===== config.mk =====
export PLATFORM = sky130hd
export DESIGN_NAME = spw_spi_port
export DESIGN_NICKNAME = d
export VERILOG_FILES = /design/src/logic/spw_pkg.sv /design/src/logic/spw_spi_port.sv
export SDC_FILE = /design/constraint.sdc
export NUM_CORES = 1
export LEC_CHECK = 0
export ABC_AREA = 1
export BUFFER_PORTS_ARGS = -buffer_cell sky130_fd_sc_hd__buf_2
export CORE_MARGIN = 5
export CORE_UTILIZATION = 25
export DETAILED_ROUTE_END_ITERATION = 10
export SLEW_MARGIN = 40
export SYNTH_ARGS = -nofsm -noshare
export SYNTH_HDL_FRONTEND = slang
export SYNTH_SLANG_ARGS = --single-unit

===== constraint.sdc =====
create_clock -name pclk -period 8.85 [get_ports pclk]
set_input_delay 0.4425 -clock pclk [delete_from_list [all_inputs] [get_ports pclk]]
set_output_delay 0.4425 -clock pclk [all_outputs]
set_load 0.02 [all_outputs]

===== src/logic/spw_pkg.sv =====
// Function
// - enable bit turns module and pins on
// - halt bit stops module in idle mode
// - overflow flag set on lost received word
// - tx full set on write, cleared on move
// - rx full set on receive, cleared on read
// - master clock disable frees clock pin
// - data out disable releases data pin
// - width bit picks 16 or 8 bits
// - master samples at end or middle
// - edge bit picks output change edge
// - framed mode ignores edge select bit
// - select enable makes non-framed slave use select pin
// - polarity bit sets clock idle level
// - role bit picks clock master or slave
// - framed enable turns sync pulse on select pin
// - sync direction picks input or output
// - sync polarity picks active high or low
// - sync early select places pulse timing
// - master clock is clock over both prescalers
// - overflow drops word and freezes until flag cleared
// - master transfer starts on buffer write
// - completion and error events are raised
package spw_pkg;

	// ***********************************************
	// register map
	// ***********************************************
	localparam logic [7:0]  ADDR_STAT = 8'h00;
	localparam logic [7:0]  ADDR_CON1 = 8'h04;
	localparam logic [7:0]  ADDR_CON2 = 8'h08;
	localparam logic [7:0]  ADDR_DATA = 8'h0C;

	localparam int BIT_EN     = 15;
	localparam int BIT_SIDL   = 13;
	localparam int BIT_ROV    = 6;
	localparam int BIT_TBF    = 1;
	localparam int BIT_RBF    = 0;

	localparam int BIT_CLKOFF = 12;
	localparam int BIT_DATOFF = 11;
	localparam int BIT_WIDE   = 10;
	localparam int BIT_LATE   = 9;
	localparam int BIT_CKE    = 8;
	localparam int BIT_SELEN  = 7;
	localparam int BIT_POLAR  = 6;
	localparam int BIT_MST    = 5;
	localparam int SEC_HI     = 4;
	localparam int SEC_LO     = 2;
	localparam int PRI_HI     = 1;
	localparam int PRI_LO     = 0;

	localparam int BIT_FRAME  = 15;
	localparam int BIT_FSD    = 14;
	localparam int BIT_FPOL   = 13;
	localparam int BIT_FDLY   = 1;

	localparam logic [15:0] CON1_MASK  = 16'h1FFF;
	localparam logic [15:0] CON2_MASK  = 16'hE002;
	localparam logic [15:0] CON1_RST   = 16'h0000;
	localparam logic [15:0] CON2_RST   = 16'h0000;
	localparam logic [15:0] DATA_RST   = 16'h0000;

	// ***********************************************
	// timing
	// ***********************************************
	localparam logic [5:0]  EDGES_BYTE = 6'h10;
	localparam logic [5:0]  EDGES_WORD = 6'h20;
	localparam logic [5:0]  EDGES_PRE  = 6'h02;
	localparam logic [2:0]  SEC_BASE   = 3'h0;
	localparam logic [1:0]  PRI_BASE   = 2'h3;

	// ***********************************************
	// types
	// ***********************************************
	typedef enum logic [1:0] {SPW_IDLE, SPW_PRE, SPW_SHIFT} spw_state_e;

	typedef struct packed {
		logic sck;
		logic sdi;
		logic ss;
	} spw_pin_in_s;

	typedef struct packed {
		logic sck_o;
		logic sck_oe_n;
		logic sdo_o;
		logic sdo_oe_n;
		logic ss_o;
		logic ss_oe_n;
	} spw_pin_out_s;

endpackage


===== src/logic/spw_spi_port.sv =====
// Decided for this implementation: the APB interface to the registers and the register addresses.
`timescale 1ns/1ps
`default_nettype none
module spw_spi_port (
	input  wire logic                  pclk,      // 50 MHz bus clock
	input  wire logic                  presetn,   // async reset, low
	input  wire logic                  psel,      // apb select
	input  wire logic                  penable,   // apb access phase
	input  wire logic                  pwrite,    // apb direction
	input  wire logic [7:0]            paddr,     // apb byte address
	input  wire logic [31:0]           pwdata,    // apb write data
	output logic [31:0]                prdata,    // apb read data
	output logic                       pready,    // apb ready
	output logic                       pslverr,   // apb error
	input  wire logic                  idle_mode, // device in idle mode
	input  wire spw_pkg::spw_pin_in_s  pin_in,    // pin levels
	output spw_pkg::spw_pin_out_s      pin_out,   // pin drives
	output logic                       xfer_done, // transfer complete pulse
	output logic                       xfer_err   // overflow pulse
);
	import spw_pkg::*;

	// ***********************************************
	// pin synchronisers
	// ***********************************************
	logic [2:0] s1_reg;
	logic [2:0] s2_reg;
	logic       sck_prev_reg;

	always_ff @(posedge pclk or negedge presetn) begin
		if (!presetn) begin
			s1_reg       <= 3'h0;
			s2_reg       <= 3'h0;
			sck_prev_reg <= 1'b0;
		end else begin
			s1_reg       <= {pin_in.sck, pin_in.sdi, pin_in.ss};
			s2_reg       <= s1_reg;
			sck_prev_reg <= s2_reg[2];
		end
	end

	logic sck_s;
	logic sdi_s;
	logic ss_s;
	assign sck_s = s2_reg[2];
	assign sdi_s = s2_reg[1];
	assign ss_s  = s2_reg[0];

	// ***********************************************
	// state
	// ***********************************************
	logic        en_reg,   en_next;
	logic        sidl_reg, sidl_next;
	logic        rov_reg,  rov_next;
	logic        tbf_reg,  tbf_next;
	logic        rbf_reg,  rbf_next;
	logic [15:0] con1_reg, con1_next;
	logic [15:0] con2_reg, con2_next;
	logic [15:0] txb_reg,  txb_next;
	logic [15:0] rxb_reg,  rxb_next;
	logic [15:0] sh_reg,   sh_next;
	logic [15:0] acc_reg,  acc_next;
	logic [5:0]  edge_reg, edge_next;
	logic [8:0]  div_reg,  div_next;
	logic        ph_reg,   ph_next;
	logic        done_reg, done_next;
	logic        err_reg,  err_next;
	spw_state_e  st_reg,   st_next;

	// ***********************************************
	// decode of configuration
	// ***********************************************
	logic       run, mst, wide, framed, fr_slave, fr_master, cke_eff;
	logic       late_eff, sel_en, sel_off, sync_act;
	logic [9:0] period;
	logic [8:0] half;
	logic [3:0] sec_ratio;
	logic [6:0] pri_ratio;
	logic [5:0] last_edge;

	assign run       = en_reg & ~(sidl_reg & idle_mode);
	assign mst       = con1_reg[BIT_MST];
	assign wide      = con1_reg[BIT_WIDE];
	assign framed    = con2_reg[BIT_FRAME];
	assign fr_slave  = framed & con2_reg[BIT_FSD];
	assign fr_master = framed & ~con2_reg[BIT_FSD];
	// edge select has no meaning once framing is on
	assign cke_eff   = con1_reg[BIT_CKE] & ~framed;
	// slaves always sample mid-bit; the phase bit counts only for masters
	assign late_eff  = mst & con1_reg[BIT_LATE];
	assign sel_en    = con1_reg[BIT_SELEN] & ~mst & ~framed;
	assign sel_off   = sel_en & ss_s;
	assign sync_act  = (ss_s == con2_reg[BIT_FPOL]);
	assign last_edge = (wide ? EDGES_WORD : EDGES_BYTE) - 6'h01;

	// descending codes: all ones is the fastest ratio
	assign sec_ratio = 4'h8 - {1'b0, con1_reg[SEC_HI:SEC_LO] - SEC_BASE};
	assign pri_ratio = 7'h01 << {(PRI_BASE - con1_reg[PRI_HI:PRI_LO]), 1'b0};
	// ten bits: 64:1 times 8:1 is 512 and must not wrap to zero
	assign period    = 10'(pri_ratio * sec_ratio);
	// odd periods round the half period down; 1:1 overall is clamped to 2
	assign half      = (period[9:1] == 9'h000) ? 9'h001 : period[9:1];

	// ***********************************************
	// register bus
	// ***********************************************
	logic acc_ph, wr_en, rd_en, hit;
	assign acc_ph  = psel & penable;
	assign wr_en   = acc_ph & pwrite;
	assign rd_en   = acc_ph & ~pwrite;
	assign hit     = (paddr == ADDR_STAT) | (paddr == ADDR_CON1)
	               | (paddr == ADDR_CON2) | (paddr == ADDR_DATA);
	// zero wait states keep the cpu view of the flags exact
	assign pready  = 1'b1;
	assign pslverr = acc_ph & ~hit;

	always_comb begin
		prdata = 32'h0000_0000;
		unique case (paddr)
			ADDR_STAT: begin
				prdata[BIT_EN]   = en_reg;
				prdata[BIT_SIDL] = sidl_reg;
				prdata[BIT_ROV]  = rov_reg;
				prdata[BIT_TBF]  = tbf_reg;
				prdata[BIT_RBF]  = rbf_reg;
			end
			ADDR_CON1: prdata[15:0] = con1_reg;
			ADDR_CON2: prdata[15:0] = con2_reg;
			ADDR_DATA: prdata[15:0] = rxb_reg;
			default:   prdata = 32'h0000_0000;
		endcase
	end

	// ***********************************************
	// serial engine
	// ***********************************************
	logic tick, ev, lead, chg, samp_now, fin, start, rov_clr, rd_data;

	always_comb begin
		en_next   = en_reg;
		sidl_next = sidl_reg;
		con1_next = con1_reg;
		con2_next = con2_reg;
		txb_next  = txb_reg;
		tbf_next  = tbf_reg;
		rbf_next  = rbf_reg;
		rxb_next  = rxb_reg;
		sh_next   = sh_reg;
		acc_next  = acc_reg;
		edge_next = edge_reg;
		div_next  = div_reg;
		ph_next   = ph_reg;
		st_next   = st_reg;
		done_next = 1'b0;
		err_next  = 1'b0;
		rov_clr   = 1'b0;
		rd_data   = rd_en & (paddr == ADDR_DATA);

		if (wr_en) begin
			unique case (paddr)
				ADDR_STAT: begin
					en_next   = pwdata[BIT_EN];
					sidl_next = pwdata[BIT_SIDL];
					rov_clr   = ~pwdata[BIT_ROV];
				end
				ADDR_CON1: con1_next = pwdata[15:0] & CON1_MASK;
				// bit 0 of the second control word is not stored
				ADDR_CON2: con2_next = pwdata[15:0] & CON2_MASK;
				ADDR_DATA: begin
					txb_next = pwdata[15:0];
					tbf_next = 1'b1;
				end
				default: ;
			endcase
		end
		if (rd_data) begin
			rbf_next = 1'b0;
		end

		// master bit clock is a half-period tick, held off in idle state
		tick = mst & ~con1_reg[BIT_CLKOFF] & (div_reg == half - 9'h001);
		if (st_reg == SPW_IDLE || tick) begin
			div_next = 9'h000;
		end else begin
			div_next = div_reg + 9'h001;
		end

		// overflow freezes the engine until software writes the flag bit to 0 in the status word
		ev = (st_reg != SPW_IDLE) & ~rov_reg
		   & (mst ? tick : ((sck_s ^ sck_prev_reg) & ~sel_off));
		lead    = ~edge_reg[0];
		chg     = cke_eff ? (~lead & (edge_reg != last_edge))
		                  : (lead & (edge_reg != 6'h00));
		// the extra closing half period of a master is no mid-bit sample
		samp_now = late_eff
		         ? (cke_eff ? ~lead
		                    : ((lead & edge_reg != 6'h00)
		                       | (edge_reg == last_edge + 6'h01)))
		         : (cke_eff ? (lead & (edge_reg <= last_edge))
		                    : ~lead);
		fin     = mst ? (edge_reg == last_edge + 6'h01)
		              : (edge_reg == last_edge);

		// master waits for data; a framed slave waits for the sync pulse
		start = run & ~rov_reg & (~mst | tbf_reg)
		      & (~fr_slave | sync_act) & ~sel_off;

		unique case (st_reg)
			SPW_IDLE: begin
				edge_next = 6'h00;
				ph_next   = 1'b0;
				if (start) begin
					if (tbf_reg) begin
						sh_next  = txb_reg;
						// a word written in this cycle keeps the buffer full
						tbf_next = wr_en & (paddr == ADDR_DATA);
					end
					acc_next = 16'h0000;
					// early sync spends one bit clock before the data
					st_next  = (framed & ~con2_reg[BIT_FDLY])
					         ? SPW_PRE : SPW_SHIFT;
				end
			end
			SPW_PRE: begin
				if (ev) begin
					ph_next   = ~ph_reg;
					edge_next = edge_reg + 6'h01;
					if (edge_reg == EDGES_PRE - 6'h01) begin
						edge_next = 6'h00;
						st_next   = SPW_SHIFT;
					end
				end
			end
			SPW_SHIFT: begin
				if (ev) begin
					edge_next = edge_reg + 6'h01;
					if (edge_reg <= last_edge) begin
						ph_next = ~ph_reg;
					end
					if (samp_now) begin
						acc_next = {acc_reg[14:0], sdi_s};
					end
					if (chg) begin
						sh_next = {sh_reg[14:0], 1'b0};
					end
					if (fin) begin
						st_next   = SPW_IDLE;
						done_next = 1'b1;
						if (rbf_reg && !rd_data) begin
							err_next = 1'b1;
						end else begin
							rxb_next = wide ? (samp_now
							         ? {acc_reg[14:0], sdi_s} : acc_reg)
							         : {8'h00, (samp_now
							         ? {acc_reg[6:0], sdi_s} : acc_reg[7:0])};
							rbf_next = 1'b1;
						end
					end
				end
			end
		endcase

		// a deselected slave drops its partial word
		if (!run || sel_off) begin
			st_next   = SPW_IDLE;
			edge_next = 6'h00;
			ph_next   = 1'b0;
		end

		// the overflow event wins over a clear in the same cycle
		rov_next = err_next | (rov_reg & ~rov_clr);
	end

	always_ff @(posedge pclk or negedge presetn) begin
		if (!presetn) begin
			en_reg   <= 1'b0;
			sidl_reg <= 1'b0;
			rov_reg  <= 1'b0;
			tbf_reg  <= 1'b0;
			rbf_reg  <= 1'b0;
			con1_reg <= CON1_RST;
			con2_reg <= CON2_RST;
			txb_reg  <= DATA_RST;
			rxb_reg  <= DATA_RST;
			sh_reg   <= DATA_RST;
			acc_reg  <= DATA_RST;
			edge_reg <= 6'h00;
			div_reg  <= 9'h000;
			ph_reg   <= 1'b0;
			done_reg <= 1'b0;
			err_reg  <= 1'b0;
			st_reg   <= SPW_IDLE;
		end else begin
			en_reg   <= en_next;
			sidl_reg <= sidl_next;
			rov_reg  <= rov_next;
			tbf_reg  <= tbf_next;
			rbf_reg  <= rbf_next;
			con1_reg <= con1_next;
			con2_reg <= con2_next;
			txb_reg  <= txb_next;
			rxb_reg  <= rxb_next;
			sh_reg   <= sh_next;
			acc_reg  <= acc_next;
			edge_reg <= edge_next;
			div_reg  <= div_next;
			ph_reg   <= ph_next;
			done_reg <= done_next;
			err_reg  <= err_next;
			st_reg   <= st_next;
		end
	end

	// ***********************************************
	// pin drive
	// ***********************************************
	logic sync_out;
	assign sync_out = fr_master & ((st_reg == SPW_PRE)
	                | ((st_reg == SPW_SHIFT) & con2_reg[BIT_FDLY]
	                   & (edge_reg < EDGES_PRE)));

	assign pin_out.sck_o    = con1_reg[BIT_POLAR] ^ ph_reg;
	assign pin_out.sck_oe_n = ~(en_reg & mst
	                          & ~con1_reg[BIT_CLKOFF]);
	assign pin_out.sdo_o    = wide ? sh_reg[15] : sh_reg[7];
	assign pin_out.sdo_oe_n = ~(en_reg & ~con1_reg[BIT_DATOFF]
	                          & ~sel_off);
	assign pin_out.ss_o     = con2_reg[BIT_FPOL] ? sync_out : ~sync_out;
	assign pin_out.ss_oe_n  = ~(en_reg & fr_master);
	assign xfer_done        = done_reg;
	assign xfer_err         = err_reg;

endmodule // spw_spi_port
`default_nettype wire


Word level (Yosys, flattened, before mapping)
Index checks and enable logic that the tools add are counted.
W data, S select, Z words.
- register bits after elaboration: 113
- output and inout port bits: 42
- logic and storage cells: 207
- reduce and logical (&&, ||, !) cells: 21
- $add $sub $neg: 7
- order comparisons: 2
- mux-type cells: 66
- equality and inequality tests: 21
- shift operators: 1
- multipliers: 1
- bitwise gates (word level): 68
- operator list (operator ; count):
    $mux W16 ; 8
    $pmux W16 S2 ; 2
    $and A1 B1 Y1 ; 37
    $mux W1 ; 31
    $mux W6 ; 5
    $not A1 Y1 ; 21
    $mux W9 ; 2
    $pmux W6 S3 ; 1
    $eq A8 B4 Y1 const B ; 2
    $ne A3 B3 Y1 const B ; 5
    $mux W2 ; 7
    $add A6 B1 Y6 const B ; 2
    $eq A6 B6 Y1 ; 2
    $pmux W1 S3 ; 4
    $pmux W6 S2 ; 1
    $mul A7 B4 Y10 ; 1
    $reduce_and A2 Y1 ; 5
    $reduce_and A5 Y1 ; 2
    $add A9 B1 Y9 const B ; 1
    $eq A9 B9 Y1 ; 1
    $logic_not A9 Y1 ; 1
    $sub A9 B1 Y9 const B ; 1
    $eq A8 B3 Y1 const B ; 1
    $logic_not A8 Y1 ; 1
    other kinds (28) ; 43

Depth between registers and ports, before layout
Gate-level depths: netlist (run 1).
- depth after elaboration: 13
- gate-level depth with buffers: 35

Worst setup path after synthesis (run 1)
Ideal clock, no wire load.
- path kind: register to register
- from: register con1_reg[2]
- to: register acc_reg[10]
- required time: 8.729 ns
- slack: 4.684 ns
- arrival: 4.045 ns
- cell stages (with the launch flop): 29
- cell sequence: dfrtp_1 inv_1 ha_1 inv_1 nor2_1 ha_1 fa_1 ha_1 xnor2_2 nand2_1 nor3_2 nand3_4 nand2_1 inv_2 ha_1 nand2_1 inv_1 nand3_1 xnor2_1 inv_1 nor3_1 nand3_1 nand2_2 nand2_4 nand2_8 nand2_4 buf_2 nand2_1 o21ai_1
- word-level cells in the longest chain between the ends: 11
- ends and longest elaborated chain (what ; RTL line ; text):
    from (decl) ; spw_spi_port.sv:57 ; logic [15:0] con1_reg, con1_next;
    from (signal assigned) ; spw_spi_port.sv:299 ; con1_reg <= con1_next;
    $sub A4 B3 Y4 (*) ; spw_spi_port.sv:97 ; assign sec_ratio = 4'h8 - {1'b0, con1_reg[SEC_HI:SEC_LO] - SEC_BASE};
    $mul A7 B4 Y10 (*) ; spw_spi_port.sv:100 ; assign period = 10'(pri_ratio * sec_ratio);
    $logic_not A9 Y1 ; spw_spi_port.sv:102 ; assign half = (period[9:1] == 9'h000) ? 9'h001 : period[9:1];
    $mux W9 (*) ; spw_spi_port.sv:102 ;
    $sub A9 B1 Y9 (*) ; spw_spi_port.sv:181 ; tick = mst & ~con1_reg[BIT_CLKOFF] & (div_reg == half - 9'h001);
    $eq A9 B9 Y1 (*) ; spw_spi_port.sv:181 ;
    $and A1 B1 Y1 (*) ; spw_spi_port.sv:181 ;
    $mux W1 (*) ; spw_spi_port.sv:190 ; & (mst ? tick : ((sck_s ^ sck_prev_reg) & ~sel_off));
    $and A1 B1 Y1 (*) ; spw_spi_port.sv:190 ;
    $ne A2 B2 Y1 (no source line) (*) ; n/a ;
    $reduce_and A3 Y1 (no source line) (*) ; n/a ;
    to (signal assigned) ; spw_spi_port.sv:304 ; acc_reg <= acc_next;
    to (decl) ; spw_spi_port.sv:62 ; logic [15:0] acc_reg, acc_next;
Every way passes the cells marked *; elsewhere a longest branch is shown, timed or not.
A chain may end at the register's enable or synchronous reset.

Worst setup path in the final report (run 1)
- from: register con1_reg[3]
- to: register st_reg[1]
- word-level cells in the longest chain between the ends: 11
- elaborated cells on any way between the ends: 12
- ends and longest elaborated chain (what ; RTL line ; text):
    $sub A4 B3 Y4 (*) ; spw_spi_port.sv:97 ;
    $mul A7 B4 Y10 (*) ; spw_spi_port.sv:100 ;
    $logic_not A9 Y1 ; spw_spi_port.sv:102 ;
    $mux W9 (*) ; spw_spi_port.sv:102 ;
    $sub A9 B1 Y9 (*) ; spw_spi_port.sv:181 ;
    $eq A9 B9 Y1 (*) ; spw_spi_port.sv:181 ;
    $and A1 B1 Y1 (*) ; spw_spi_port.sv:181 ;
    $mux W1 (*) ; spw_spi_port.sv:190 ;
    $and A1 B1 Y1 (*) ; spw_spi_port.sv:190 ;
    $ne A3 B3 Y1 (no source line) ; n/a ;
    $reduce_and A5 Y1 (no source line) (*) ; n/a ;
    to (signal assigned) ; spw_spi_port.sv:310 ; st_reg <= st_next;
    to (decl) ; spw_spi_port.sv:68 ; spw_state_e st_reg, st_next;
Marked as above.

==> impl_results.md, run 1 <==
* Run status: finished clean
* First-pass GRT wire length at a little under 30 mm
* Number of slew-limit violations in the final report at 0
* Slew at the pin closest to its max-slew limit at roughly 0.86 ns
* Clock tree from TritonCTS: done
* Most used standard cell by instance count after synthesis: sky130_fd_sc_hd__nand2_1
* Worst IR Drop VDD at between 100 and 150 µV
* Via/cell ratio at ~4.6
* Number of cells produced by synthesis at approximately 890
* Register-to-register setup slack at 3.84 ns
* Final global-route overflow total at 0
* Core outline area at 0.0267 mm²
* Pin count of the biggest net entering global routing at 74
* Signal arrival time at the worst endpoint at around 5.3 ns
* Final instance count without filler cells at between 1,000 and 1,500
* DIE WIDTH at between 150 and 200 µm
* Die Span Y at around 170 µm
* Post-CTS resize count at 0
* Most frequent cells after synthesis: 288 x sky130_fd_sc_hd__nand2_1, 113 x sky130_fd_sc_hd__dfrtp_1, 103 x sky130_fd_sc_hd__inv_1
* Number of nets in the layout at 1,005
* Clock Sinks at between 100 and 150
* Clock Path Buffers at 2
* Hold Buf Count CTS at 0
* Power density normalized to cell area at around 170 mW/mm²
* Crit path required time at a little over 9 ns
* Classification of the worst-slack hold path: in2async
* Worst Hold Slack at about 0.02 ns
* Number of max-cap violations at 0
* Cell type with the highest occurrence count on the critical path: sky130_fd_sc_hd__nand2_1
* TritonCTS Buffers at 17
* Number of endpoints with negative hold slack in the final report at 0
* Switching share of power at between 20 and 25%
* Cell type of the slowest stage on the worst timing path: sky130_fd_sc_hd__fa_1
* Number of antenna violations at the first check in global routing at 0
* Primary FF master, synth: sky130_fd_sc_hd__dfrtp_1
* I/O pin total at 91
* Worst-skew pair later-pin latency at around 0.42 ns
* Count of nets left with antenna violations after detail routing at 0
* Clock period minus worst slack at approximately 5.0 ns
* Share of layout cells above drive strength 1 at 13.7%
* Detailed-router iteration count before antenna repair at 4
* Clock skew at 0.00718 ns
* Vias at approximately 5,900
* Sequential share of power at about two fifths
* Filler Cells Inserted at 2,886
* Post-DP HPWL at 13.3 mm
* Final routed DRC violation total at 0
* Inst Count DP at ~1,300
* Leakage power of the design at 3.91 nW
* Cell variety after synth at 51
* Number of violations reported at the end of detailed-routing iteration 0 at 451
* Deepest level of the CTS H-tree at 4
* Setup CP Type: reg2reg
* Cells taking the most area after synthesis: sky130_fd_sc_hd__dfrtp_1 42%, sky130_fd_sc_hd__nand2_1 16%, sky130_fd_sc_hd__inv_1 5.7%
* Critical path destination: st_reg[1]
* Share of the synthesized area in the top cell type at between 40% and 50%
* Kind of end point of the critical path: flip-flop
* Post-synthesis sequential element count at between 100 and 150
* Clock network fraction of total power at a little over half
* Final count of negative-setup-slack endpoints at 0
* CTS root buffer: sky130_fd_sc_hd__clkbuf_16
* Critical path launch point type: flip-flop
* Maximum net fanout on the critical path at 13
* Mean instance size in the synthesized netlist at around 7.6 µm²
* Reg2Reg Depth at 28
* Worst flop-to-flop path startpoint: con1_reg[3]
* Synth warn at 0
* First element of the critical path: con1_reg[3]
* Post-synth ARST share at 100%
* Core occupancy in the finished layout at 29.6%
* Vias in the first global route at 5,521
* Final routed wirelength across all metal layers at between 15 and 20 mm
* Count of flip-flops with a built-in enable after synthesis at 0
* Final RePlAce weighted congestion at 0.854
* Proportion of power drawn by combinational gates at between 5 and 6%
* Worst slew margin at approximately 42%
* Cell area after technology mapping at between 0.006 and 0.007 mm²
* Fin crit share at 56.6%
* Full die area at 0.0303 mm²
* Dominant cell type by area after synthesis: sky130_fd_sc_hd__dfrtp_1
* Sw Pwr at ~0.00028 W
* Area growth from synthesis to layout at 17.5%
* Achievable Freq at ~0.2 GHz
* Clock-pin transition on the worst setup and hold timing paths at approximately 0.050 ns
* Antenna diode instance count at 0
* Setup repair after global routing missed its margin: no
* Initial Utilization at between 20% and 30%
* Core Rows at 60
* GR Util All Layers at about an eighth
* Stage delay of the slowest cell on the critical path at approximately 0.56 ns
* Setup TNS after final layout at 0 ns
* Number of port buffers at 57
* Register area share after synthesis at between 40% and 50%
* End of the worst register-to-register path: st_reg[1]
* Routed len/inst at between 10 and 15 µm
* Internal Dissipation at 0.00103 W
* Number of buffers added for setup after CTS at 0
power groups by stage:
stage | Combinational, W | Clock (W) | Sequential, W
finish | 0.0000704 | 0.000716 | 0.000526
global route | 0.0000799 | 0.000748 | 0.000526
CTS | 0.0000713 | 0.000726 | 0.000525
detailed placement | 0.0000708 | 0 | 0.000534
global placement | 0.0000703 | 0 | 0.000534
floorplan | 0.0000467 | 0 | 0.000533
critical path, delay by kind of cell, from the launching register on:
kind	cells	cell delay, ns
adders and majority gates	5	1.59
and+or+nand+nor	18	2.31
AOI/OAI and AO/OA	1	0.07
DFF	1	0.38
buffers and inverters	3	0.40
xor gates and xnor gates	1	0.13
cell usage in the layout (no fill, tap or decap), drive strengths merged, types with 2 or more instances in the layout:
cell type	instances
a2111oi	4
a21oi	7
buf	62
bufinv	3
clkbuf	27
clkinv	3
conb	17
dfrtp	113
fa	2
ha	19
inv	107
mux2	8
nand2	295
nand3	41
nand3b	2
nand4	41
nor2	61
nor3	7
nor3b	4
nor4	3
o211ai	4
o21a	8
o21ai	76
o221ai	2
o22ai	3
or2	3
xnor2	5
xor2	14
metrics by stage:
stage | area (µm²) | setup WS, ns | power, W
global placement | 7270 | 3.96 | 0.000604
global route | 7910 | 3.40 | 0.00135
floorplan | 6790 | 4.68 | 0.000579
CTS | 7910 | 3.85 | 0.00132
finish | 7910 | 3.84 | 0.00131
detailed placement | 7290 | 3.87 | 0.000605
routing by layer:
metal	track usage, %	vias up	routed length [µm]
met2	18.8	161	8310
met3	2.81	18	889
met1	16.8	2793	8810
met4	3.43	0	259
li1	-	2924	-
met5	0	-	0
how the worst min path moves through the flow:
stage	end	slack, ns	cells past startpoint
final	acc_reg[10]	0.02	1
after global routing	acc_reg[11]	0.07	1
after CTS	acc_reg[10]	0.03	1
after detailed placement	s2_reg[0]	0.34	0
after global placement	s2_reg[0]	0.34	0
after floorplan	acc_reg[0]	0.15	0
cell type report:
| cell class | instances | area (µm²) | share of cell area [%] |
|---|---|---|---|
| repair buffers | 62 | 329 | 4.16 |
| well taps | 341 | 427 | 5.39 |
| clock buffers | 27 | 523 | 6.61 |
| clock inverters | 4 | 95.1 | 1.20 |
| flip-flops and latches | 113 | 2830 | 35.7 |
| inverters | 109 | 412 | 5.20 |
| multi-input cells | 632 | 3300 | 41.7 |
cell families after synthesis:
group / synth area share [%]
and+or+nand+nor: 30.0
muxes: 1.34
adders and majority gates: 4.13
AOI/OAI and AO/OA: 9.57
DFF: 42.0
xor gates and xnor gates: 2.58
buffers and inverters: 10.2
other: 0.112
No activity file was read; power rests on OpenSTA's default activity.
==> inputs of run 2 (changes only) <==
--- a/config.mk
+++ b/config.mk
@@ -5,7 +5,7 @@
 export SDC_FILE = /design/constraint.sdc
 export NUM_CORES = 1
 export LEC_CHECK = 0
-export ABC_AREA = 1
+export ABC_AREA = 0
 export BUFFER_PORTS_ARGS = -buffer_cell sky130_fd_sc_hd__buf_2
 export CORE_MARGIN = 5
 export CORE_UTILIZATION = 25
==> constraint.sdc (replaced) <==
create_clock -name pclk -period 4.3 [get_ports pclk]
set_input_delay 0.215 -clock pclk [delete_from_list [all_inputs] [get_ports pclk]]
set_output_delay 0.215 -clock pclk [all_outputs]
set_load 0.02 [all_outputs]
==> run 2 against run 1 <==
  * The flow now finishes with violations (negative setup slack)
  * Clock power increased by 120%
  * Power increased by 110%
  * Area after synthesis decreased by 1.3%
==> impl_results.md, run 2 <==
* Run status: complete, but fails checks (was finished clean)
* Violated checks: negative setup slack
* Initial Utilization at 25.4% (was 25.2%)
* Die Span Y at 173 µm (was 174 µm)
* Number of max-cap violations at 0 (unchanged)
* Achievable Freq at 0.210 GHz (was 0.200 GHz)
* Highest-count cells in the layout ignoring fill and taps: 113 x sky130_fd_sc_hd__dfrtp_1, 77 x sky130_fd_sc_hd__mux2_2, 64 x sky130_fd_sc_hd__nor2_1 (was 285 x sky130_fd_sc_hd__nand2_1, 113 x sky130_fd_sc_hd__dfrtp_1, 103 x sky130_fd_sc_hd__inv_1)
* Most used standard cell by instance count after synthesis: sky130_fd_sc_hd__dfrtp_1 (was sky130_fd_sc_hd__nand2_1)
* Area growth from synthesis to layout at 29.3% (was 17.5%)
* Deepest level of the CTS H-tree at 4 (unchanged)
* Worst Hold Slack at 0.0344 ns (was 0.0201 ns)
* Final critical-path setup slack at -0.458 ns (was 3.84 ns)
* GR Util All Layers at 11.6% (was 12.1%)
* Worst slew margin at 42.7% (was 42.1%)
* Power density normalized to cell area at 327 mW/mm² (was 166 mW/mm²)
* Chain of cells forming the critical path: inv_2, ha_4, xor2_2, or3b_4, fa_2, inv_2, ha_4, or3_4, a211oi_2, o211ai_1, o21ai_2, inv_2, ha_4, xnor2_2, xnor2_1, nor4_1, nand3_1, a2111oi_4, buf_4, a21o_4, buf_12, a21boi_1, a311o_1
* Wire length on met1 at 7.70 mm (was 8.81 mm)
* Count of nets left with antenna violations after detail routing at 0 (unchanged)
* Setup CP Type: reg2reg (unchanged)
* Clock tree from TritonCTS: done (unchanged)
* Clock-pin transition on the worst setup and hold timing paths at 0.05 ns (about the same)
* Pin count of the biggest net entering global routing at 76 (was 74)
* Post-synthesis sequential element count at 113 (unchanged)
* Met2 routed WL at 8.23 mm (was 8.31 mm)
* Worst-skew pair later-pin latency at 0.42 ns (about the same)
* Core outline area at 0.0261 mm² (was 0.0267 mm²)
* Core Rows at 59 (was 60)
* Routed length on met3 at 793 µm (was 889 µm)
* DIE WIDTH at 173 µm (was 174 µm)
* Final count of negative-setup-slack endpoints at 70 (was 0)
* Crit path buffers/inverters at 5 (was 3)
* Number of endpoints with negative hold slack in the final report at 0 (unchanged)
* Clock period minus worst slack at 4.76 ns (was 5.01 ns)
* Fin crit share at 111% (was 56.6%)
* Top Layer Used: met4 (unchanged)
* Via/cell ratio at 4.63 (was 4.58)
* Number of slew-limit violations in the final report at 0 (unchanged)
* Dominant cell type by area after synthesis: sky130_fd_sc_hd__dfrtp_1 (unchanged)
* Slew at the pin closest to its max-slew limit at 0.852 ns (was 0.860 ns)
* Cells taking the most area after synthesis: sky130_fd_sc_hd__dfrtp_1 43%, sky130_fd_sc_hd__mux2_2 14%, sky130_fd_sc_hd__nor2_1 3.7% (was sky130_fd_sc_hd__dfrtp_1 42%, sky130_fd_sc_hd__nand2_1 16%, sky130_fd_sc_hd__inv_1 5.7%)
* Clock skew at 0.0154 ns (was 0.00718 ns)
* Synth warn at 0 (unchanged)
* First-pass GRT wire length at 28.2 mm (was 29.4 mm)
* Share of layout cells above drive strength 1 at 37.7% (was 13.7%)
* Most common cell after layout, fill and taps aside: sky130_fd_sc_hd__dfrtp_1 (was sky130_fd_sc_hd__nand2_1)
* Detailed-router iteration count before antenna repair at 4 (unchanged)
* Final instance count without filler cells at 1,086 (was 1,288)
* Register area share after synthesis at 42.6% (was 42.0%)
* Cell variety after synth at 64 (was 51)
* Setup repair after global routing missed its margin: yes (was no)
* Final RePlAce weighted congestion at 0.792 (was 0.854)
* Core occupancy in the finished layout at 32.9% (was 29.6%)
* Vias in the first global route at 5,283 (was 5,521)
* Final routed wirelength across all metal layers at 17.0 mm (was 18.3 mm)
* Clock Sinks at 113 (unchanged)
* Number of antenna violations at the first check in global routing at 0 (unchanged)
* Most frequent cells after synthesis: 113 x sky130_fd_sc_hd__dfrtp_1, 80 x sky130_fd_sc_hd__mux2_2, 66 x sky130_fd_sc_hd__nor2_1 (was 288 x sky130_fd_sc_hd__nand2_1, 113 x sky130_fd_sc_hd__dfrtp_1, 103 x sky130_fd_sc_hd__inv_1)
* Maximum net fanout on the critical path at 16 (was 13)
* Kind of end point of the critical path: flip-flop (unchanged)
* Final routed DRC violation total at 0 (unchanged)
* Filler Cells Inserted at 2,665 (was 2,886)
* Leakage power of the design at 4.02 nW (was 3.91 nW)
* Power after layout at 0.00281 W (was 0.00131 W)
* I/O pin total at 91 (unchanged)
* Count of flip-flops with a built-in enable after synthesis at 0 (unchanged)
* Stage delay of the slowest cell on the critical path at 0.38 ns (was 0.56 ns)
* Cell type of the slowest stage on the worst timing path: sky130_fd_sc_hd__or3b_4 (was sky130_fd_sc_hd__fa_1)
* Number of port buffers at 57 (unchanged)
* Share of the synthesized area in the top cell type at 42.6% (was 42.0%)
* Vias at 5,032 (was 5,896)
* Critical path launch point type: flip-flop (unchanged)
* Inst Count DP at 1,041 (was 1,257)
* Clock Path Buffers at 2 (unchanged)
* Final global-route overflow total at 0 (unchanged)
* Post-DP HPWL at 12.3 mm (was 13.3 mm)
* Primary FF master, synth: sky130_fd_sc_hd__dfrtp_1 (unchanged)
* Post-synth ARST share at 100% (unchanged)
* Full die area at 0.0299 mm² (was 0.0303 mm²)
* Number of cells produced by synthesis at 629 (was 885)
* Post-DP Area at 0.00769 mm² (was 0.00729 mm²)
* Classification of the worst-slack hold path: in2reg (was in2async)
* Routed len/inst at 15.7 µm (was 14.2 µm)
* Crit path required time at 4.60 ns (was 9.15 ns)
* CTS root buffer: sky130_fd_sc_hd__clkbuf_16 (unchanged)
* Worst IR Drop VDD at 296 µV (was 143 µV)
* Mean instance size in the synthesized netlist at 10.6 µm² (was 7.60 µm²)
* TritonCTS Buffers at 17 (unchanged)
* Area of all placed cells without fillers at 0.00859 mm² (was 0.00791 mm²)
* Cell area after technology mapping at 0.00664 mm² (was 0.00673 mm²)
* Number of violations reported at the end of detailed-routing iteration 0 at 271 (was 451)
* Signal arrival time at the worst endpoint at 5.06 ns (was 5.31 ns)
* Number of nets in the layout at 808 (was 1,005)
* Antenna diode instance count at 0 (unchanged)
* Largest delay contributor family on the critical path: compound AO/OA/AOI/OAI gates (was simple AND/OR/NAND/NOR gates)
run 2: final timing paths:
check / from / to / slack, ns / cells after the start
setup / recovery: con1_reg[2] / acc_reg[1] / -0.46 / 23
hold / removal: pwdata[10] / con1_reg[10] / 0.03 / 3
setup reg to reg: con1_reg[2] / acc_reg[1] / -0.46 / 23
hold reg to reg: s1_reg[1] / s2_reg[1] / 0.35 / 0
max in group asynchronous: presetn / txb_reg[10] / 2.90 / 3
min in group asynchronous: presetn / sh_reg[9] / 0.40 / 2
run 2: timing repair:
action / CTS / global route
endpoints found under the setup margin: 70 / 70
pin swaps: 18 / 11
resized for setup: 41 / 10
cloned: 2 / 0
buffers inserted: 7 / 2
hold endpoints to repair: 77 / 0
hold buffers: 4 / 0
run 2: metrics by stage:
stage / setup WS, ns / setup TNS, ns
after global placement: -0.465 / -23.01
final: -0.458 / -24.99
after CTS: -0.544 / -28.31
after detailed placement: -0.599 / -31.24
after floorplan: -0.429 / -12.68
after global routing: -0.731 / -43.39
run 2: final cells by class:
type | count | area (µm²) | area share, %
clock buffers | 21 | 460 | 5.36
clock inverters | 11 | 208 | 2.42
inverters | 23 | 88.8 | 1.03
multi-input cells | 465 | 3760 | 43.8
flip-flops and latches | 113 | 2830 | 32.9
well taps | 335 | 419 | 4.88
repair buffers | 118 | 828 | 9.64
run 2: metal layers:
layer  up-vias  GRT usage, %
met5         -             0
met4         0          3.66
met3        17          2.60
met2       121          19.2
met1      2473          15.0
li1       2421             -
run 2: cell families after synthesis:
logic type / after synthesis / share of synthesized area (%)
compound gates: 107 / 12.0
xor+xnor: 30 / 4.16
fa+ha+maj: 21 / 4.18
buf+inv: 66 / 5.05
flops: 113 / 42.6
mux: 104 / 18.1
other cells: 2 / 0.113
simple gates: 186 / 13.8
run 2: power breakdown:
part / internal [W] / switching (W) / total (W)
Clock: 0.00111 / 0.000481 / 0.00159
Sequential: 0.00107 / 0.00000728 / 0.00108
Combinational: 0.0000536 / 0.0000860 / 0.000140
run 2: worst min-delay path, delay by kind of cell:
| family | cells | cell delay, ns |
|---|---|---|
| buf+inv | 1 | 0.09 |
| compound gates | 1 | 0.06 |
| simple gates | 1 | 0.04 |
==> inputs of run 3 (changes only) <==
--- a/config.mk
+++ b/config.mk
@@ -10,6 +10,7 @@
 export CORE_MARGIN = 5
 export CORE_UTILIZATION = 25
 export DETAILED_ROUTE_END_ITERATION = 10
+export SKIP_LAST_GASP = 1
 export SLEW_MARGIN = 40
 export SYNTH_ARGS = -nofsm -noshare
 export SYNTH_HDL_FRONTEND = slang
==> run 3 against run 2 <==
  * Worst setup slack got worse by 0.034 ns
  * The flow still finishes with violations (negative setup slack)
  * Final cell count up 0.37%
  * Critical path type unchanged
  * Highest routed layer unchanged
  * Via count is 1.1% higher
==> impl_results.md, run 3 (synthesis gave the netlist of run 2 again) <==
* Vias at 5,089 (was 5,032)
* Count of nets left with antenna violations after detail routing at 0 (unchanged)
* Proportion of power drawn by combinational gates at 5.0% (about the same)
* Antenna diode instance count at 0 (unchanged)
* I/O pin total at 91 (unchanged)
* Slew at the pin closest to its max-slew limit at 0.871 ns (was 0.852 ns)
* Sw Pwr at 0.000576 W (was 0.000575 W)
* Share of layout cells above drive strength 1 at 39.5% (was 37.7%)
* Worst slew margin at 41.4% (was 42.7%)
* Maximum net fanout on the critical path at 8 (was 16)
* TritonCTS Buffers at 17 (unchanged)
* Clock tree from TritonCTS: done (unchanged)
* CTS root buffer: sky130_fd_sc_hd__clkbuf_16 (unchanged)
* Via/cell ratio at 4.67 (was 4.63)
* Post-DP Area at 0.00769 mm² (unchanged)
* Worst IR Drop VDD at 297 µV (was 296 µV)
* Most common cell after layout, fill and taps aside: sky130_fd_sc_hd__dfrtp_1 (unchanged)
* Leakage power of the design at 4.04 nW (was 4.02 nW)
* Die Span Y at 173 µm (unchanged)
* Initial Utilization at 25.4% (unchanged)
* Core occupancy in the finished layout at 33.3% (was 32.9%)
* Final count of negative-setup-slack endpoints at 70 (unchanged)
* Setup TNS after final layout at -25.39 ns (was -24.99 ns)
* Final critical-path setup slack at -0.493 ns (was -0.458 ns)
* Area growth from synthesis to layout at 30.9% (was 29.3%)
* Clock period minus worst slack at 4.79 ns (was 4.76 ns)
* Critical path destination: acc_reg[1] (unchanged)
* Number of cells on the worst hold path at 3 (unchanged)
* Setup repair after global routing missed its margin: yes (unchanged)
* Classification of the worst-slack hold path: in2reg (unchanged)
* Area of all placed cells without fillers at 0.00869 mm² (was 0.00859 mm²)
* Clock Sinks at 113 (unchanged)
* Critical path launch point type: flip-flop (unchanged)
* Highest-count cells in the layout ignoring fill and taps: 112 x sky130_fd_sc_hd__dfrtp_1, 79 x sky130_fd_sc_hd__mux2_2, 64 x sky130_fd_sc_hd__nor2_1 (was 113 x sky130_fd_sc_hd__dfrtp_1, 77 x sky130_fd_sc_hd__mux2_2, 64 x sky130_fd_sc_hd__nor2_1)
* Switching share of power at 20.5% (was 20.4%)
* Crit path required time at 4.60 ns (about the same)
* Register-to-register setup slack at -0.49 ns (was -0.46 ns)
* Pin count of the biggest net entering global routing at 76 (unchanged)
* Core Rows at 59 (unchanged)
* Violated checks: negative setup slack (unchanged)
* Deepest level of the CTS H-tree at 4 (unchanged)
* Worst flop-to-flop path startpoint: con1_reg[3] (was con1_reg[2])
* Start point of the worst hold path: pwdata[10] (unchanged)
* Core outline area at 0.0261 mm² (unchanged)
* GR Util All Layers at 11.6% (about the same)
* Number of slew-limit violations in the final report at 0 (unchanged)
* Final RePlAce weighted congestion at 0.792 (unchanged)
* Final routed wirelength across all metal layers at 17.2 mm (was 17.0 mm)
* Number of antenna violations at the first check in global routing at 0 (unchanged)
* Clock skew at 0.0178 ns (was 0.0154 ns)
* Routed len/inst at 15.8 µm (was 15.7 µm)
* Sequential share of power at 38.4% (about the same)
* Post-DP HPWL at 12.3 mm (unchanged)
* Clock network fraction of total power at 56.6% (about the same)
* Number of max-cap violations at 0 (unchanged)
* Achievable Freq at 0.209 GHz (was 0.210 GHz)
* Vias in the first global route at 5,285 (was 5,283)
* Number of endpoints with negative hold slack in the final report at 0 (unchanged)
* Run status: complete, but fails checks (unchanged)
* Worst-skew pair later-pin latency at 0.42 ns (about the same)
* Signal arrival time at the worst endpoint at 5.09 ns (was 5.06 ns)
* Final global-route overflow total at 0 (unchanged)
* Clock Path Buffers at 2 (unchanged)
* Power after layout at 0.00282 W (was 0.00281 W)
* Final routed DRC violation total at 0 (unchanged)
* Internal Dissipation at 0.00224 W (about the same)
* DIE WIDTH at 173 µm (unchanged)
* Power density normalized to cell area at 324 mW/mm² (was 327 mW/mm²)
* Setup CP Type: reg2reg (unchanged)
* Number of port buffers at 57 (unchanged)
* Detailed-router iteration count before antenna repair at 4 (unchanged)
* Number of violations reported at the end of detailed-routing iteration 0 at 244 (was 271)
* Filler Cells Inserted at 2,661 (was 2,665)
* End of the worst register-to-register path: acc_reg[1] (unchanged)
* Clock-pin transition on the worst setup and hold timing paths at 0.05 ns (about the same)
* DP Worst Slack at -0.599 ns (unchanged)
* Kind of end point of the critical path: flip-flop (unchanged)
* Reg2Reg Depth at 22 (was 23)
* Full die area at 0.0299 mm² (unchanged)
* Number of nets in the layout at 812 (was 808)
* First-pass GRT wire length at 28.2 mm (about the same)
* Fin crit share at 111% (about the same)
* First element of the critical path: con1_reg[3] (was con1_reg[2])
==> run 3: cell types whose count changed in the layout (fill, tap and decap cells not counted), moves of 2 or more <==
cell	change
sky130_fd_sc_hd__a21boi_0	+7
sky130_fd_sc_hd__a21boi_2	+9
sky130_fd_sc_hd__mux2_4	-2
sky130_fd_sc_hd__buf_12	+2
sky130_fd_sc_hd__a21boi_1	-16
sky130_fd_sc_hd__mux2_2	+2
==> run 3: cell type report <==
type | instances | area [µm²] | share of cell area, %
multi-input cells | 465 | 3790 | 43.6
flip-flops and latches | 113 | 2830 | 32.5
repair buffers | 122 | 901 | 10.4
clock buffers | 21 | 460 | 5.30
well taps | 335 | 419 | 4.82
clock inverters | 11 | 208 | 2.39
inverters | 23 | 88.8 | 1.02
==> run 3: worst min-delay path by stage <==
stage | end | slack [ns]
after CTS | con1_reg[10] | 0.01
after floorplan | acc_reg[0] | -0.08
after global placement | s1_reg[0] | 0.32
after detailed placement | sh_reg[9] | 0.29
final | con1_reg[10] | 0.03
after global routing | con1_reg[10] | 0.04
==> run 3: through the flow <==
step	std cells	hold WS, ns
final	1090	0.0347
after global routing	1090	0.0355
after CTS	1086	0.0134
after detailed placement	1041	0.290
after global placement	1041	0.324
after floorplan	644	-0.0806
==> run 3: power groups by stage <==
stage | clock (W) | sequential [W] | combinational (W)
after floorplan | 0 | 0.00110 | 0.0000796
after global placement | 0 | 0.00110 | 0.000134
after detailed placement | 0 | 0.00110 | 0.000136
after CTS | 0.00163 | 0.00108 | 0.000140
after global routing | 0.00167 | 0.00108 | 0.000155
final | 0.00159 | 0.00108 | 0.000140
==> run 3: what timing repair did <==
action                                 4_1_cts  5_1_grt
pin swaps                                   18       21
endpoints found under the hold margin       77        0
setup endpoints to repair                   70       70
cloned                                       2        1
gates resized for setup                     23       30
hold buffers                                 4        0
buffers inserted                             7        4
==> run 3: critical path, stage by stage (launching register included) <==
cell and delay (ns):
sky130_fd_sc_hd__dfrtp_1 0.38, sky130_fd_sc_hd__or3_4 0.41, sky130_fd_sc_hd__nor2_2 0.13, sky130_fd_sc_hd__ha_2 0.20, sky130_fd_sc_hd__fa_2 0.46, sky130_fd_sc_hd__ha_4 0.20, sky130_fd_sc_hd__a21o_1 0.19, sky130_fd_sc_hd__a22oi_2 0.13
sky130_fd_sc_hd__xnor3_2 0.30, sky130_fd_sc_hd__o21ai_2 0.18, sky130_fd_sc_hd__inv_2 0.06, sky130_fd_sc_hd__ha_4 0.16, sky130_fd_sc_hd__xnor2_2 0.13, sky130_fd_sc_hd__xnor2_1 0.12, sky130_fd_sc_hd__nor4_1 0.17, sky130_fd_sc_hd__nand3_1 0.15
sky130_fd_sc_hd__a2111oi_4 0.30, sky130_fd_sc_hd__buf_4 0.21, sky130_fd_sc_hd__a21o_4 0.19, sky130_fd_sc_hd__buf_12 0.15, sky130_fd_sc_hd__buf_4 0.11, sky130_fd_sc_hd__a21boi_2 0.04, sky130_fd_sc_hd__a311o_1 0.29
==> run 3: per-layer routing <==
layer  up-vias  share of wire (%)  wire [µm]  track usage, %
li1       2426                  -          -               -
met1      2541                 46       7860            15.1
met2       105                 49       8390            19.2
met3        17                4.0        687            2.60
met4         0                1.8        307            3.66
met5         -                  0          0               0
